### config.mk
export PLATFORM = sky130hd
export DESIGN_NAME = mmtmr_core
export DESIGN_NICKNAME = d
export VERILOG_FILES = /design/src/common/mmtmr_pkg.sv /design/src/design/mmtmr_core.sv
export VERILOG_INCLUDE_DIRS = /design/src /design/src/common
export SDC_FILE = /design/constraint.sdc
export NUM_CORES = 1
export LEC_CHECK = 0
export ABC_AREA = 1
export BUFFER_PORTS_ARGS = -buffer_cell sky130_fd_sc_hd__buf_2
export CORE_ASPECT_RATIO = 1.2
export CORE_MARGIN = 4
export CORE_UTILIZATION = 60
export DETAILED_ROUTE_END_ITERATION = 8
export GPL_TIMING_DRIVEN = 0
export PLACE_DENSITY = 0.79
export SLEW_MARGIN = 40
export SYNTH_ARGS = -nofsm -noshare
export SYNTH_HDL_FRONTEND = slang
export SYNTH_SLANG_ARGS = --single-unit
export TNS_END_PERCENT = 10
### constraint.sdc
create_clock -name clock -period 6 [get_ports clock]
set_input_delay 0.9 -clock clock [delete_from_list [all_inputs] [get_ports clock]]
set_output_delay 0.9 -clock clock [all_outputs]
set_load 0.005 [all_outputs]
### src/common/mmtmr_consts.svh
`ifndef MMTMR_CONSTS_SVH
`define MMTMR_CONSTS_SVH

// Register byte offsets on the APB
`define MMTMR_OFF_CNT 8'h00
`define MMTMR_OFF_CMP 8'h04
`define MMTMR_OFF_PWM 8'h08
`define MMTMR_OFF_CTRL_A 8'h0C
`define MMTMR_OFF_CTRL_B 8'h10
`define MMTMR_OFF_CTRL_C 8'h14
`define MMTMR_OFF_INTFL 8'h18

// Reset and reload values
`define MMTMR_CNT_RST 32'h00000000
`define MMTMR_CNT_RELOAD 32'h00000001
`define MMTMR_CMP_RST 32'hFFFFFFFF
`define MMTMR_PWM_RST 32'h00000000
`define MMTMR_CTRL_C_RST 10'h000

// Field positions, half width and largest prescaler divide
`define MMTMR_STAT_BIT 19
`define MMTMR_RDY_LSB 10
`define MMTMR_HALF_W 16
`define MMTMR_PRESC_MAX 4096

`endif

### src/common/mmtmr_pkg.sv
package mmtmr_pkg;

  // Operating modes, values as written to the mode field
  typedef enum logic [3:0] {
    MMTMR_ONESHOT = 4'h0,
    MMTMR_CONT = 4'h1,
    MMTMR_COUNTER = 4'h2,
    MMTMR_PWM = 4'h3,
    MMTMR_CAPTURE = 4'h4,
    MMTMR_COMPARE = 4'h5,
    MMTMR_GATED = 4'h6,
    MMTMR_CAPCMP = 4'h7
  } mmtmr_mode_e;

  // Counter organisation
  typedef enum logic [1:0] {
    MMTMR_CASC32 = 2'h0,
    MMTMR_DUAL16 = 2'h1,
    MMTMR_SINGLE16 = 2'h2
  } mmtmr_width_e;

  // Per-half control word, bits 18:0 of a half control register
  typedef struct packed {
    logic pol;
    logic clken;
    logic en;
    logic [11:0] div;
    logic [3:0] mode;
  } mmtmr_half_s;

  // Shared control word, bits 9:0 of the common control register
  typedef struct packed {
    logic [1:0] width;
    logic [1:0] we;
    logic [1:0] ie;
    logic [1:0] sel_b;
    logic [1:0] sel_a;
  } mmtmr_ctrl_s;

  // APB request from the master
  typedef struct packed {
    logic psel;
    logic penable;
    logic pwrite;
    logic [7:0] paddr;
    logic [31:0] pwdata;
  } mmtmr_apb_req_s;

endpackage

### src/design/mmtmr_core.sv
// The address map and the APB register port were decided locally.
`include "mmtmr_consts.svh"
`timescale 1ns/1ps
`default_nettype none

module mmtmr_core #(
  parameter bit LOW_POWER = 1'b0
) (
  // Clock, reset, enable
  input wire logic clock,
  input wire logic sys_rst,
  input wire logic clk_en,
  // APB slave
  input wire mmtmr_pkg::mmtmr_apb_req_s apb_req,
  output logic [31:0] prdata,
  output logic pready,
  output logic pslverr,
  // Clock sources 1..3, asynchronous
  input wire logic [2:0] src_clk_in,
  input wire logic lp_sleep,
  // Timer pins, one per half
  input wire logic [1:0] tmr_in,
  output logic [1:0] tmr_out,
  output logic [1:0] tmr_out_oe,
  // Events
  output logic irq,
  output logic wake
);
  import mmtmr_pkg::*;

  if (LOW_POWER !== 1'b0 && LOW_POWER !== 1'b1) begin : g_chk
    $error("mmtmr_core: LOW_POWER must be 0 or 1");
  end

  ////////////////////////////////////////////////////////////////////////
  // Field helpers

  // Extract a half's view of a 32-bit word
  function automatic logic [31:0] fld(input logic [31:0] w,
                                      input int h, input logic wide);
    if (wide)
      return w;
    else if (h == 0)
      return {16'h0000, w[15:0]};
    else
      return {16'h0000, w[31:16]};
  endfunction

  // Write a half's view back into a 32-bit word
  function automatic logic [31:0] put(input logic [31:0] w,
                                      input int h, input logic wide,
                                      input logic [31:0] v);
    if (wide)
      return v;
    else if (h == 0)
      return {w[31:16], v[15:0]};
    else
      return {v[15:0], w[15:0]};
  endfunction

  ////////////////////////////////////////////////////////////////////////
  // State

  logic [31:0] cnt_r, cmp_r, pwm_r;
  logic [31:0] cnt_nxt;
  mmtmr_half_s hc_r [2];
  mmtmr_ctrl_s cc_r;
  logic [1:0] flag_r, busy_r, rdy_r;
  logic [11:0] pre_r [2];
  logic [2:0] src_s1_r, src_s2_r, src_d_r;
  logic [1:0] in_s1_r, in_s2_r, lvl_d_r;
  logic [31:0] prdata_r;
  logic pready_r, pslverr_r;
  logic [1:0] out_r, oe_r;
  logic irq_r, wake_r;

  // Combinational per-half terms
  logic wide;
  logic [1:0] act, src_tick, tclk, lvl, rise, fall, inc, cap, end_ev;
  logic [1:0] run;
  logic wr_acc, setup;

  assign setup = apb_req.psel && !apb_req.penable;
  assign wr_acc = apb_req.psel && apb_req.penable && pready_r &&
                  apb_req.pwrite;

  ////////////////////////////////////////////////////////////////////////
  // Pin synchronisers

  // Two flops on every asynchronous input; the edge detectors look
  // only at the second stage so metastability cannot leak in
  always_ff @(posedge clock) begin
    if (sys_rst) begin
      src_s1_r <= 3'h0;
      src_s2_r <= 3'h0;
      src_d_r <= 3'h0;
      in_s1_r <= 2'h0;
      in_s2_r <= 2'h0;
    end else if (clk_en) begin
      src_s1_r <= src_clk_in;
      src_s2_r <= src_s1_r;
      src_d_r <= src_s2_r;
      in_s1_r <= tmr_in;
      in_s2_r <= in_s1_r;
    end
  end

  ////////////////////////////////////////////////////////////////////////
  // Per-half event decode

  // Half B only exists in dual mode of a standard instance; the
  // low-power build is always one 32-bit timer
  always_comb begin
    logic [1:0] sel;
    logic src_edge;
    sel = 2'h0;
    src_edge = 1'b0;
    wide = LOW_POWER || (cc_r.width == MMTMR_CASC32);
    act[0] = 1'b1;
    act[1] = !LOW_POWER && (cc_r.width == MMTMR_DUAL16);
    for (int h = 0; h < 2; h++) begin
      // Wide modes and low-power take half A's select
      if (h == 0 || wide)
        sel = cc_r.sel_a;
      else
        sel = cc_r.sel_b;
      // Source 0 is the bus clock itself; it stops in low-power sleep
      case (sel)
        2'h0: src_edge = !(LOW_POWER && lp_sleep);
        2'h1: src_edge = src_s2_r[0] && !src_d_r[0];
        2'h2: src_edge = src_s2_r[1] && !src_d_r[1];
        default: src_edge = src_s2_r[2] && !src_d_r[2];
      endcase
      src_tick[h] = src_edge && act[h];
      run[h] = act[h] && hc_r[h].en && hc_r[h].clken;
      // Prescaler wraps at div, giving divide by div+1
      tclk[h] = run[h] && src_tick[h] &&
                (pre_r[h] == hc_r[h].div);
      lvl[h] = in_s2_r[h] ^ hc_r[h].pol;
      rise[h] = run[h] && lvl[h] && !lvl_d_r[h];
      fall[h] = run[h] && !lvl[h] && lvl_d_r[h];
      inc[h] = 1'b0;
      cap[h] = 1'b0;
      case (hc_r[h].mode)
        MMTMR_COUNTER: inc[h] = rise[h];
        MMTMR_CAPTURE: begin
          inc[h] = tclk[h];
          cap[h] = rise[h];
        end
        MMTMR_GATED: inc[h] = tclk[h] && lvl[h];
        MMTMR_CAPCMP: begin
          inc[h] = tclk[h] && lvl[h];
          cap[h] = fall[h];
        end
        MMTMR_ONESHOT, MMTMR_CONT, MMTMR_PWM,
        MMTMR_COMPARE: inc[h] = tclk[h];
        default: inc[h] = 1'b0;
      endcase
      // Count that already equals compare ends the period on the
      // next count event instead of incrementing
      end_ev[h] = cap[h] || (inc[h] &&
        fld(cnt_r, h, wide) == fld(cmp_r, h, wide));
    end
  end

  ////////////////////////////////////////////////////////////////////////
  // Prescalers and input level history

  always_ff @(posedge clock) begin
    if (sys_rst) begin
      pre_r[0] <= 12'h000;
      pre_r[1] <= 12'h000;
      lvl_d_r <= 2'h0;
    end else if (clk_en) begin
      for (int h = 0; h < 2; h++) begin
        // Held at zero while stopped so a restart gives a full divide
        if (!run[h])
          pre_r[h] <= 12'h000;
        else if (src_tick[h])
          pre_r[h] <= (pre_r[h] == hc_r[h].div) ? 12'h000 :
                      pre_r[h] + 12'h001;
      end
      lvl_d_r <= lvl;
    end
  end

  ////////////////////////////////////////////////////////////////////////
  // Counter register

  // Next count built half by half, so in dual mode half B's update
  // stacks on half A's instead of replacing it
  always_comb begin
    cnt_nxt = cnt_r;
    for (int h = 0; h < 2; h++) begin
      if (end_ev[h])
        cnt_nxt = put(cnt_nxt, h, wide, `MMTMR_CNT_RELOAD);
      else if (inc[h])
        cnt_nxt = put(cnt_nxt, h, wide,
                      fld(cnt_r, h, wide) + 32'h1);
    end
  end

  // Software writes take priority over a count event in the same cycle
  always_ff @(posedge clock) begin
    if (sys_rst) begin
      cnt_r <= `MMTMR_CNT_RST;
    end else if (clk_en) begin
      if (wr_acc && apb_req.paddr == `MMTMR_OFF_CNT)
        cnt_r <= apb_req.pwdata;
      else
        cnt_r <= cnt_nxt;
    end
  end

  ////////////////////////////////////////////////////////////////////////
  // Compare and PWM registers; capture lands in the PWM register

  always_ff @(posedge clock) begin
    if (sys_rst) begin
      cmp_r <= `MMTMR_CMP_RST;
    end else if (clk_en && wr_acc && apb_req.paddr == `MMTMR_OFF_CMP) begin
      cmp_r <= apb_req.pwdata;
    end
  end

  always_ff @(posedge clock) begin
    if (sys_rst) begin
      pwm_r <= `MMTMR_PWM_RST;
    end else if (clk_en) begin
      if (wr_acc && apb_req.paddr == `MMTMR_OFF_PWM)
        pwm_r <= apb_req.pwdata;
      else if (cap[0] && cap[1])
        pwm_r <= {cnt_r[31:16], cnt_r[15:0]};
      else if (cap[0])
        pwm_r <= put(pwm_r, 0, wide, fld(cnt_r, 0, wide));
      else if (cap[1])
        pwm_r <= put(pwm_r, 1, wide, fld(cnt_r, 1, wide));
    end
  end

  ////////////////////////////////////////////////////////////////////////
  // Control registers

  // Configuration changes are only safe while disabled; the block
  // does not guard against a live change
  always_ff @(posedge clock) begin
    if (sys_rst) begin
      hc_r[0] <= '0;
      hc_r[1] <= '0;
      cc_r <= mmtmr_ctrl_s'(`MMTMR_CTRL_C_RST);
    end else if (clk_en) begin
      if (wr_acc && apb_req.paddr == `MMTMR_OFF_CTRL_A)
        hc_r[0] <= apb_req.pwdata[18:0];
      if (wr_acc && apb_req.paddr == `MMTMR_OFF_CTRL_B)
        hc_r[1] <= apb_req.pwdata[18:0];
      if (wr_acc && apb_req.paddr == `MMTMR_OFF_CTRL_C)
        cc_r <= apb_req.pwdata[9:0];
      // One-shot end clears enable, overriding a same-cycle write
      for (int h = 0; h < 2; h++) begin
        if (end_ev[h] && hc_r[h].mode == MMTMR_ONESHOT)
          hc_r[h].en <= 1'b0;
      end
    end
  end

  ////////////////////////////////////////////////////////////////////////
  // Clock status

  // Busy lags enable by one cycle, so status reads zero only once
  // the counting logic has stopped; ready needs a real source edge
  always_ff @(posedge clock) begin
    if (sys_rst) begin
      busy_r <= 2'h0;
      rdy_r <= 2'h0;
    end else if (clk_en) begin
      for (int h = 0; h < 2; h++) begin
        busy_r[h] <= hc_r[h].en;
        if (!hc_r[h].clken)
          rdy_r[h] <= 1'b0;
        else if (src_tick[h])
          rdy_r[h] <= 1'b1;
      end
    end
  end

  ////////////////////////////////////////////////////////////////////////
  // Interrupt flags and wake

  // Write one to clear; a period end in the same cycle wins
  always_ff @(posedge clock) begin
    if (sys_rst) begin
      flag_r <= 2'h0;
      irq_r <= 1'b0;
      wake_r <= 1'b0;
    end else if (clk_en) begin
      for (int h = 0; h < 2; h++) begin
        if (end_ev[h])
          flag_r[h] <= 1'b1;
        else if (wr_acc && apb_req.paddr == `MMTMR_OFF_INTFL &&
                 apb_req.pwdata[h])
          flag_r[h] <= 1'b0;
      end
      irq_r <= |(flag_r & cc_r.ie);
      wake_r <= |(flag_r & cc_r.we);
    end
  end

  ////////////////////////////////////////////////////////////////////////
  // Timer outputs

  // Idle level is the polarity bit; enables follow output modes
  always_ff @(posedge clock) begin
    if (sys_rst) begin
      out_r <= 2'h0;
      oe_r <= 2'h0;
    end else if (clk_en) begin
      for (int h = 0; h < 2; h++) begin
        case (hc_r[h].mode)
          MMTMR_ONESHOT: begin
            out_r[h] <= hc_r[h].pol ^ end_ev[h];
            oe_r[h] <= act[h] && hc_r[h].clken;
          end
          MMTMR_CONT, MMTMR_COMPARE: begin
            if (!run[h])
              out_r[h] <= hc_r[h].pol;
            else if (end_ev[h])
              out_r[h] <= !out_r[h];
            oe_r[h] <= act[h] && hc_r[h].clken;
          end
          MMTMR_PWM: begin
            out_r[h] <= hc_r[h].pol ^ (run[h] &&
              fld(cnt_r, h, wide) >= fld(pwm_r, h, wide));
            oe_r[h] <= act[h] && hc_r[h].clken;
          end
          default: begin
            out_r[h] <= hc_r[h].pol;
            oe_r[h] <= 1'b0;
          end
        endcase
      end
    end
  end

  ////////////////////////////////////////////////////////////////////////
  // APB slave

  // No wait states: ready rises in the access phase after setup,
  // read data is captured from the setup-phase address
  always_ff @(posedge clock) begin
    if (sys_rst) begin
      pready_r <= 1'b0;
      pslverr_r <= 1'b0;
      prdata_r <= 32'h00000000;
    end else if (clk_en) begin
      pready_r <= setup;
      if (setup) begin
        pslverr_r <= 1'b0;
        prdata_r <= 32'h00000000;
        case (apb_req.paddr)
          `MMTMR_OFF_CNT: prdata_r <= cnt_r;
          `MMTMR_OFF_CMP: prdata_r <= cmp_r;
          `MMTMR_OFF_PWM: prdata_r <= pwm_r;
          `MMTMR_OFF_CTRL_A: prdata_r <= {12'h000,
            hc_r[0].clken && (hc_r[0].en || busy_r[0]),
            hc_r[0]};
          `MMTMR_OFF_CTRL_B: prdata_r <= {12'h000,
            hc_r[1].clken && (hc_r[1].en || busy_r[1]),
            hc_r[1]};
          `MMTMR_OFF_CTRL_C: prdata_r <= {20'h00000, rdy_r,
            cc_r};
          `MMTMR_OFF_INTFL: prdata_r <= {30'h00000000, flag_r};
          default: pslverr_r <= 1'b1;
        endcase
      end
    end
  end

  ////////////////////////////////////////////////////////////////////////
  // Output drive

  assign prdata = prdata_r;
  assign pready = pready_r;
  assign pslverr = pslverr_r;
  assign tmr_out = out_r;
  assign tmr_out_oe = oe_r;
  assign irq = irq_r;
  assign wake = wake_r;

endmodule // mmtmr_core

`default_nettype wire

# Word level (Yosys, flattened, before mapping)
# Memory sizes are Yosys's and may differ from the RTL's.
# Cells that the tools add are included.
dict set report word_totals {
  register_bits 167
  ram_bits 62
  output_inout_bits 40
  wordCells 289
  memories 2
}
dict set report op_classes {
  add_sub_neg 4
  n_lt_le_gt_ge 2
  n_eq_ne 36
  muxes 108
  bitwise 16
  reduce_logical 92
}
# memory depth width read_ports rd_clocked_by_memory_dff write_ports line_no
set memory_table {}
lappend memory_table {hc_r 2 19 2 0 2 mmtmr_core.sv:66} ;# mmtmr_half_s hc_r [2];
lappend memory_table {pre_r 2 12 2 0 2 mmtmr_core.sv:69} ;# logic [11:0] pre_r [2];
# cell n
set ops {}
lappend ops {{2-to-1 mux 32 bit} 36}
lappend ops {{one-hot mux 32 bit (7 select lines)} 1}
lappend ops {{2-to-1 mux 12 bit} 6}
lappend ops {{adder 32 x 1 -> 32 bit, second input constant} 2}
lappend ops {{== test 32 bit} 2}
lappend ops {{greater-or-equal comparator 32 bit} 2}
lappend ops {{2-to-1 mux 1 bit} 53}
lappend ops {{logical AND 1 bit} 45}
lappend ops {{2-to-1 mux 19 bit} 2}
lappend ops {{== test 4 x 3 -> 1 bit, second input constant} 8}
lappend ops {{adder 12 x 1 -> 12 bit, second input constant} 2}
lappend ops {{== test 12 bit} 2}
lappend ops {{== test 8 x 5 -> 1 bit, second input constant} 3}
lappend ops {{one-hot mux 1 bit (3 select lines)} 6}
lappend ops {{2-to-1 mux 17 bit} 1}
lappend ops {{== test 4 x 2 -> 1 bit, second input constant} 4}
lappend ops {{== test 8 x 4 -> 1 bit, second input constant} 2}
lappend ops {{AND reduction 2 bit} 8}
lappend ops {{OR reduction 2 bit} 6}
lappend ops {{zero test 1 bit} 10}
lappend ops {{OR reduction 5 bit} 2}
lappend ops {{== test 4 x 1 -> 1 bit, second input constant} 2}
lappend ops {{== test 8 x 3 -> 1 bit, second input constant} 1}
lappend ops {{zero test 4 bit} 2}
lappend ops {{22 further kinds} 50}

# Longest topological paths before layout
# Gate-level depths: netlist (run 1).
dict set report logic_depth {
  ltp_word 18
  mapped_depth 23
  ltp_nobuf 18
}

# Worst setup path after synthesis (run 1)
# Ideal clock, no wire load.
dict set report synth_path {
  path_kind {input to register}
  start {input clk_en}
  end {memory hc_r[0][19] (netlist bit), enable pin}
  arrival_ns 2.896
  path_slack_ns 2.681
  cell_stages 5
  cell_sequence {clkbuf_1 > inv_1 > nor2_1 > inv_1 > o21ai_0}
}
# element line_no
set synth_rtl {}
lappend synth_rtl {{from (decl)} mmtmr_core.sv:12} ;# input wire logic clk_en,
lappend synth_rtl {{to (decl)} mmtmr_core.sv:66}

# Final worst setup path (run 1)
dict set report layout_path {
  start {register cc_r[8] (netlist bit)}
  end {register out_r[1], in the netlist tmr_out[1]}
}
dict set report layout_via {
  elab_chain_cells 13
}
# element line_no
set layout_lines {}
lappend layout_lines {{from (decl)} mmtmr_core.sv:67} ;# mmtmr_ctrl_s cc_r;
lappend layout_lines {{from (signal assigned)} mmtmr_core.sv:250} ;# cc_r <= mmtmr_ctrl_s'(`MMTMR_CTRL_C_RST);
lappend layout_lines {{from (signal assigned)} mmtmr_core.sv:257} ;# cc_r <= apb_req.pwdata[9:0];
lappend layout_lines {{branches (longest 13 deep; another with greater-or-equal comparator 32 bit)} -}
lappend layout_lines {{to (signal, indexed assignment)} mmtmr_core.sv:320} ;# out_r[h] <= hc_r[h].pol ^ end_ev[h];
lappend layout_lines {{to (signal, indexed assignment)} mmtmr_core.sv:325} ;# out_r[h] <= hc_r[h].pol;
lappend layout_lines {{to (signal, indexed assignment)} mmtmr_core.sv:327} ;# out_r[h] <= !out_r[h];
lappend layout_lines {{to (decl)} mmtmr_core.sv:74} ;# logic [1:0] out_r, oe_r;
# Parallel ways; which one is timed is not known. The select of a mux whose other input is x is not followed.
# A chain may end at the register's enable or synchronous reset.

==> results of run 1 <==
## power by group through the flow
stage	logic (mW)	clock network [mW]	registers, mW
finish	0.185	1.57	1.63
global placement	0.161	0	1.66
CTS	0.171	1.55	1.63
detailed placement	0.169	0	1.66
global route	0.192	1.61	1.63
floorplan	0.0864	0	1.66
## kinds of logic (layout without fill, tap and decap cells)
kind of cell / count (synthesis) / after routing / synth area share
buffers and inverters: 382 / 519 / 0.09922
DFF: 229 / 229 / 0.3379
adders and majority gates: 52 / 52 / 0.04240
AOI/OAI and AO/OA: 513 / 513 / 0.2009
xor gates and xnor gates: 56 / 56 / 0.03196
and+or+nand+nor: 1052 / 1052 / 0.2876
## cell usage after synthesis (all sizes together)
master	count
nand4	28
dfxtp	169
nand3b	4
o21a	3
xor2	35
a21o	1
ha	52
o32ai	2
a21oi	144
xnor2	21
clkinv	4
edfxtp	60
inv	270
o311ai	1
nand2	596
o221ai	6
a211oi	33
a221oi	18
clkbuf	73
nand3	100
a31oi	1
nor3b	8
or2	1
o31ai	23
nor3	38
nor2	268
a22oi	2
o22ai	37
a211o	1
o211ai	46
buf	35
o21ai	190
or3	1
a311oi	2
nor4	8
o21bai	2
o2111ai	1
## layout make-up
type / instances / area, um^2
inverters: 274 / 1028
well taps: 325 / 406.6
clock buffers: 33 / 675.6
flip-flops and latches: 229 / 5185
plain buffers: 108 / 498.0
fillers: 2217 / 7923
clock inverters: 11 / 127.6
multi-input cells: 1673 / 8666
repair buffers: 93 / 478.0
## sequential cells by signal, summed over array words and instances (netlist names)
name / flops
cnt_r: 32
lvl_d_r: 2
prdata: 32
hc_r: 38
cmp_r: 32
rdy_r: 2
in_s2_r: 2
irq: 1
flag_r: 2
pslverr: 1
busy_r: 2
pready: 1
pwm_r: 32
src_s1_r: 3
pre_r: 24
tmr_out_oe: 2
in_s1_r: 2
tmr_out: 2
cc_r: 10
wake: 1
src_s2_r: 3
src_d_r: 3
## tightest hold or removal path, delay by kind of cell, from the launching register on
| family | cells | cell delay, ns |
|---|---|---|
| buffers and inverters | 1 | 0.06 |
| AOI/OAI and AO/OA | 1 | 0.06 |
| DFF | 1 | 0.30 |
## routing by layer
| metal | vias up | global-route usage | wire length, um |
|---|---|---|---|
| li1 | 7847 | - | - |
| met1 | 7999 | 0.5344 | 22400 |
| met2 | 1669 | 0.7635 | 30560 |
| met3 | 603 | 0.1258 | 8908 |
| met4 | 2 | 0.4724 | 9413 |
| met5 | - | 0 | 25 |
## per-stage QoR
stage                     cell area, um^2  worst slack [ns]  cells    util  hold WS (ns)
after detailed placement            16250             1.248   2702  0.6504        0.4549
after global routing                17070            0.8190   2746  0.6829        0.4792
after CTS                           17060             1.235   2746  0.6825        0.4645
after global placement              16200            0.9713   2698  0.6482        0.4453
after floorplan                     15350             2.681   2284       -        0.4336
final                               17070            0.9529   2746  0.6829        0.4623
## worst paths after layout
| check | start | endpoint |
|---|---|---|
| worst max-delay path | cc_r[8]$_SDFFE_PP0P_ | tmr_out[1]$_SDFFE_PP0P_ |
| worst min-delay path | src_d_r[1]$_SDFFE_PP0P_ | src_d_r[1]$_SDFFE_PP0P_ |
| worst max register to register | cc_r[8]$_SDFFE_PP0P_ | tmr_out[1]$_SDFFE_PP0P_ |
| worst min register to register | src_d_r[1]$_SDFFE_PP0P_ | src_d_r[1]$_SDFFE_PP0P_ |
==> results by group, run 1 <==
Clocking
  • Hold buffers post-CTS: 0
  • CTS tree: yes
  • Clock Sink Count: 229
  • Clk buf depth: 3
  • Reg clk slew, reported paths: 0.07 ns
  • H-tree depth: 1
  • CTS root buf: clkbuf_16
  • CTS Buf Count: 24
  • Post-cts resize count: 0
  • Clock Latency Late Sink: 0.55 ns
  • Setup bufs post-CTS: 0

Route
  • First-pass DRT Iterations: 9
  • Via density: 6.599
  • Initial DRC count: 2524
  • DR DRC count: 5
  • Routed WL per cell: 25.97 um
  • Via count: 18120
  • Antenna viol nets, final: 0
  • WL final: 71300 um

Worst setup path
  • Cell family contributing the most delay on the critical path: buffers and inverters
  • FF-to-FF path depth: 20
  • CP required: 6.44 ns
  • Crit path top cell by count: nand2_1
  • Worst path depth: 20
  • Crit path max fanout: 10
  • CP Cell Sequence: nor2_2, buf_6, buf_6, buf_6, clkbuf_1, buf_1, buf_1, nand2_1, ha_1, nand2_1, nor2_1, nand2_1, nor4_2, nand4_1, nand3_1, nand2_1, nand2_1, nand2_1, nand3_1, a21oi_1
  • CP bufs+invs: 6
  • Worst Setup End Kind: flip-flop
  • Largest stage delay, worst path: 0.57 ns
  • Worst setup path class: flip-flop to flip-flop
  • CP max-delay cell: buf_1
  • Flop2flop setup slack: 0.95 ns
  • Arr. time, crit path: 5.48 ns
  • CP startpoint kind: flip-flop

Die
  • Cell Rows: 63
  • Core ar.: 24990 um^2
  • Die X: 154.0 um
  • Die H: 183.2 um
  • Full die area: 28210 um^2
  • Initial core utilization: 0.6141
  • Ports: 92

Timing
  • Setup tns final: 0 ns
  • Final setup violation count: 0
  • Slew Viols, Final: 0
  • Final hold vios: 0
  • Clock Skew: 0.01805 ns
  • Normalized max-slew margin: 0.3373
  • Max Freq: 198.1 MHz
  • Worst-margin pin slew: 0.9940 ns
  • RSZ-0062 raised after global routing: no
  • Minimum clock period: 5.047 ns
  • Final cycle utilization of the critical path: 0.8412

Global routing
  • GRT Total Usage: 0.4891
  • Initial antenna violation count: 0
  • Total grt overflow: 0
  • First-pass GRT wire length: 104900 um
  • Vias in the first global route: 17410
  • Largest net degree at the start of global routing: 20

Synth
  • Library cells used by synthesis: 54
  • Largest cells by area after synthesis: dfxtp_1 22%, nand2_1 14%, edfxtp_1 12%
  • Seq cells post-synth: 229
  • Syn avg cell area: 6.719 um^2
  • Syn Nets: 2388
  • YS warnings: 0
  • Register area share after synthesis: 0.3379
  • Mapped Area: 15350 um^2
  • Top cell type's share of synthesized area: 0.2205
  • Area leader, netlist: dfxtp_1
  • Mapped Cells: 2284

Placed design
  • Placer Congestion: 1.123
  • Detailed placement HPWL: 55120 um
  • PortBufs: 89

Run
  • Max cap viols: 0

Power
  • Comb pwr share: 0.055
  • Total power: 3.384 mW
  • Clock power frac: 0.464
  • Worst VDD drop: 0.3114 mV
  • Sw power: 817.9 uW
  • P_leak: 7.294 nW
  • Sw Share: 0.2417
  • Seq pwr share: 0.482
  • Cell internal pwr: 2.566 mW
  • PwrDens: 198.3 nW/um^2

Layout
  • Area grow syn2layout: 11.20%
  • Commonest non-fill, non-tap cell in the layout: nand2_1
  • Most frequent cells in the layout: 588 x nand2_1, 262 x inv_1, 249 x nor2_1, 169 x dfxtp_1, 166 x o21ai_0
  • Final Net Count: 2507
  • Antenna diodes: 0
  • Share of cells above drive strength 1: 0.08881

Hold path
  • Tightest Hold Check Type: flip-flop to flip-flop
  • Hold Crit Depth: 2

Status
  • Status: finished with violations
  • Failing checks: design-rule violations
(Power assumes the default switching activity.)
==> run 2: changes to the inputs <==
CORE_UTILIZATION = 56   (was 60)
PLACE_DENSITY = 0.77   (was 0.79)
clock period = 4.5 ns   (was 6 ns; I/O delays follow)
==> run 2 against run 1 <==
The flow now finishes without violations. Final cell count up 0.55%. Worst hold slack worse by 0.12 ns. Power up 35%. Critical path depth down 2. Design area up 0.34%. Utilization down 5.1 points. First-iteration DRC count up 0.99%. Critical endpoint is now tmr_out[0]$_SDFFE_PP0P_. Largest cell class unchanged. Largest power group unchanged.
==> results by group, run 2 (synthesis gave the netlist of run 1 again) <==
Status
  • Status: finished clean

Clocking
  • Clk buf depth: 3
  • Setup bufs post-CTS: 0
  • Clock Sink Count: 229
  • H-tree depth: 1
  • CTS root buf: clkbuf_16
  • Post-cts resize count: 1
  • CTS tree: yes
  • Reg clk slew, reported paths: 0.06 ns
  • CTS Buf Count: 24
  • Hold buffers post-CTS: 0
  • Clock Latency Late Sink: 0.56 ns

Die
  • Cell Rows: 66
  • Ports: 92
  • Initial core utilization: 0.5666
  • Die X: 159.1 um
  • Full die area: 30130 um^2
  • Core ar.: 27090 um^2
  • Die H: 189.3 um

Layout
  • Share of cells above drive strength 1: 0.08963
  • Antenna diodes: 0
  • Max reg flops: 38
  • Most frequent cells in the layout: 588 x nand2_1, 262 x inv_1, 248 x nor2_1, 169 x dfxtp_1, 166 x o21ai_0
  • Commonest non-fill, non-tap cell in the layout: nand2_1
  • Reg with most FFs: hc_r
  • Final Net Count: 2507
  • Final std cells w/o fill: 2761
  • Area grow syn2layout: 11.58%

Hold path
  • Hold Crit Depth: 3
  • Tightest Hold Check Type: primary input to flip-flop

Placed design
  • Detailed placement HPWL: 56370 um
  • PortBufs: 89
  • DP Cell Count: 2717
  • Placer Congestion: 1.140

Worst setup path
  • Cell family contributing the most delay on the critical path: buffers and inverters
  • Worst Setup End Kind: flip-flop
  • CP max-delay cell: buf_1
  • Worst setup path class: flip-flop to flip-flop
  • CP bufs+invs: 5
  • Flop2flop setup slack: 0.20 ns
  • Crit path max fanout: 19
  • CP required: 4.99 ns
  • FF-to-FF path depth: 18
  • Largest stage delay, worst path: 0.50 ns
  • Arr. time, crit path: 4.78 ns
  • CP Cell Sequence: nor2_2, buf_6, buf_6, buf_6, buf_1, buf_1, nand2_1, ha_1, a21oi_1, o21ai_0, o21bai_1, a31oi_1, nand3_1, nand3_1, nand2_1, nand2_1, nand3_1, a21oi_1
  • Worst path depth: 18
  • CP startpoint kind: flip-flop

Route
  • Initial DRC count: 2549
  • Routed WL per cell: 26.02 um
  • Antenna viol nets, final: 0
  • DR DRC count: 0
  • First-pass DRT Iterations: 7
  • WL final: 71850 um
  • Via density: 6.417
  • Via count: 17720

Global routing
  • Vias in the first global route: 17090
  • Largest net degree at the start of global routing: 20
  • GRT Total Usage: 0.4616
  • Total grt overflow: 0
  • First-pass GRT wire length: 105100 um
  • Initial antenna violation count: 0

Power
  • Worst VDD drop: 0.3442 mV
  • P_leak: 7.301 nW
  • Total power: 4.583 mW
  • PwrDens: 267.6 nW/um^2

Timing
  • Final hold vios: 0
  • Clock Skew: 0.03098 ns
  • Minimum clock period: 4.298 ns
  • Normalized max-slew margin: 0.3713
  • Max Freq: 232.7 MHz
  • RSZ-0062 raised after global routing: no
  • Final cycle utilization of the critical path: 0.9552
  • Slew Viols, Final: 0
  • Worst-margin pin slew: 0.9430 ns
  • Final setup violation count: 0

Run
  • Max cap viols: 0
## run 2: cell types whose count changed in the layout (fill, tap and decap cells not counted), moves of 2 or more
cell       before  now
clkinv_1        8   10
bufinv_16       3    5
clkbuf_8        2    0
clkbuf_1       76   74
buf_4           4    6
## run 2: worst reg2reg max path, stage by stage (launching register included)
cell and delay (ns):
dfxtp_1 0.36, nor2_2 0.15, buf_6 0.22, buf_6 0.21
buf_6 0.25, buf_1 0.51, buf_1 0.43, nand2_1 0.10
ha_1 0.31, a21oi_1 0.16, o21ai_0 0.09, o21bai_1 0.16
a31oi_1 0.33, nand3_1 0.41, nand3_1 0.22, nand2_1 0.07
nand2_1 0.05, nand3_1 0.07, a21oi_1 0.12
## run 2: routing by layer
| metal | share of wire | global-route usage |
|---|---|---|
| met1 | 0.33 | 0.5083 |
| met2 | 0.44 | 0.7565 |
| met3 | 0.11 | 0.08644 |
| met4 | 0.12 | 0.4200 |
| met5 | 0 | 0 |
## run 2: stage by stage
stage	TNS, ns	hold WS, ns	cell area (um^2)	worst slack [ns]	util
final	0	0.3473	17120	0.2017	0.6322
after global routing	0	0.3784	17120	0.06109	0.6322
after CTS	0	0.3434	17100	0.4678	0.6314
after detailed placement	-0.5459	0.4541	16270	-0.2817	0.6007
after global placement	-2.938	0.4471	16220	-0.1988	0.5987
after floorplan	0	0.4336	15350	1.183	-
## run 2: layout make-up
class,instances,area (um^2)
inverters,274,1028
clock inverters,16,215.2
fillers,2498,9963
multi-input cells,1673,8672
repair buffers,94,488.0
clock buffers,28,615.6
well taps,340,425.4
plain buffers,107,493.0
flip-flops and latches,229,5185
## run 2: path summary, 6_finish.rpt
kind | startpoint | to
setup reg to reg | cc_r[8]$_SDFFE_PP0P_ | tmr_out[0]$_SDFFE_PP0P_
hold reg to reg | src_d_r[0]$_SDFFE_PP0P_ | src_d_r[0]$_SDFFE_PP0P_
hold / removal | src_clk_in[2] | src_s1_r[2]$_SDFFE_PP0P_
setup / recovery | cc_r[8]$_SDFFE_PP0P_ | tmr_out[0]$_SDFFE_PP0P_
## run 2: power breakdown
group          leakage, nW  total, mW  switching (mW)  internal [mW]
logic                 4.88      0.246           0.184         0.0611
clock network        0.398       2.17           0.898           1.27
registers             2.02       2.17          0.0281           2.14
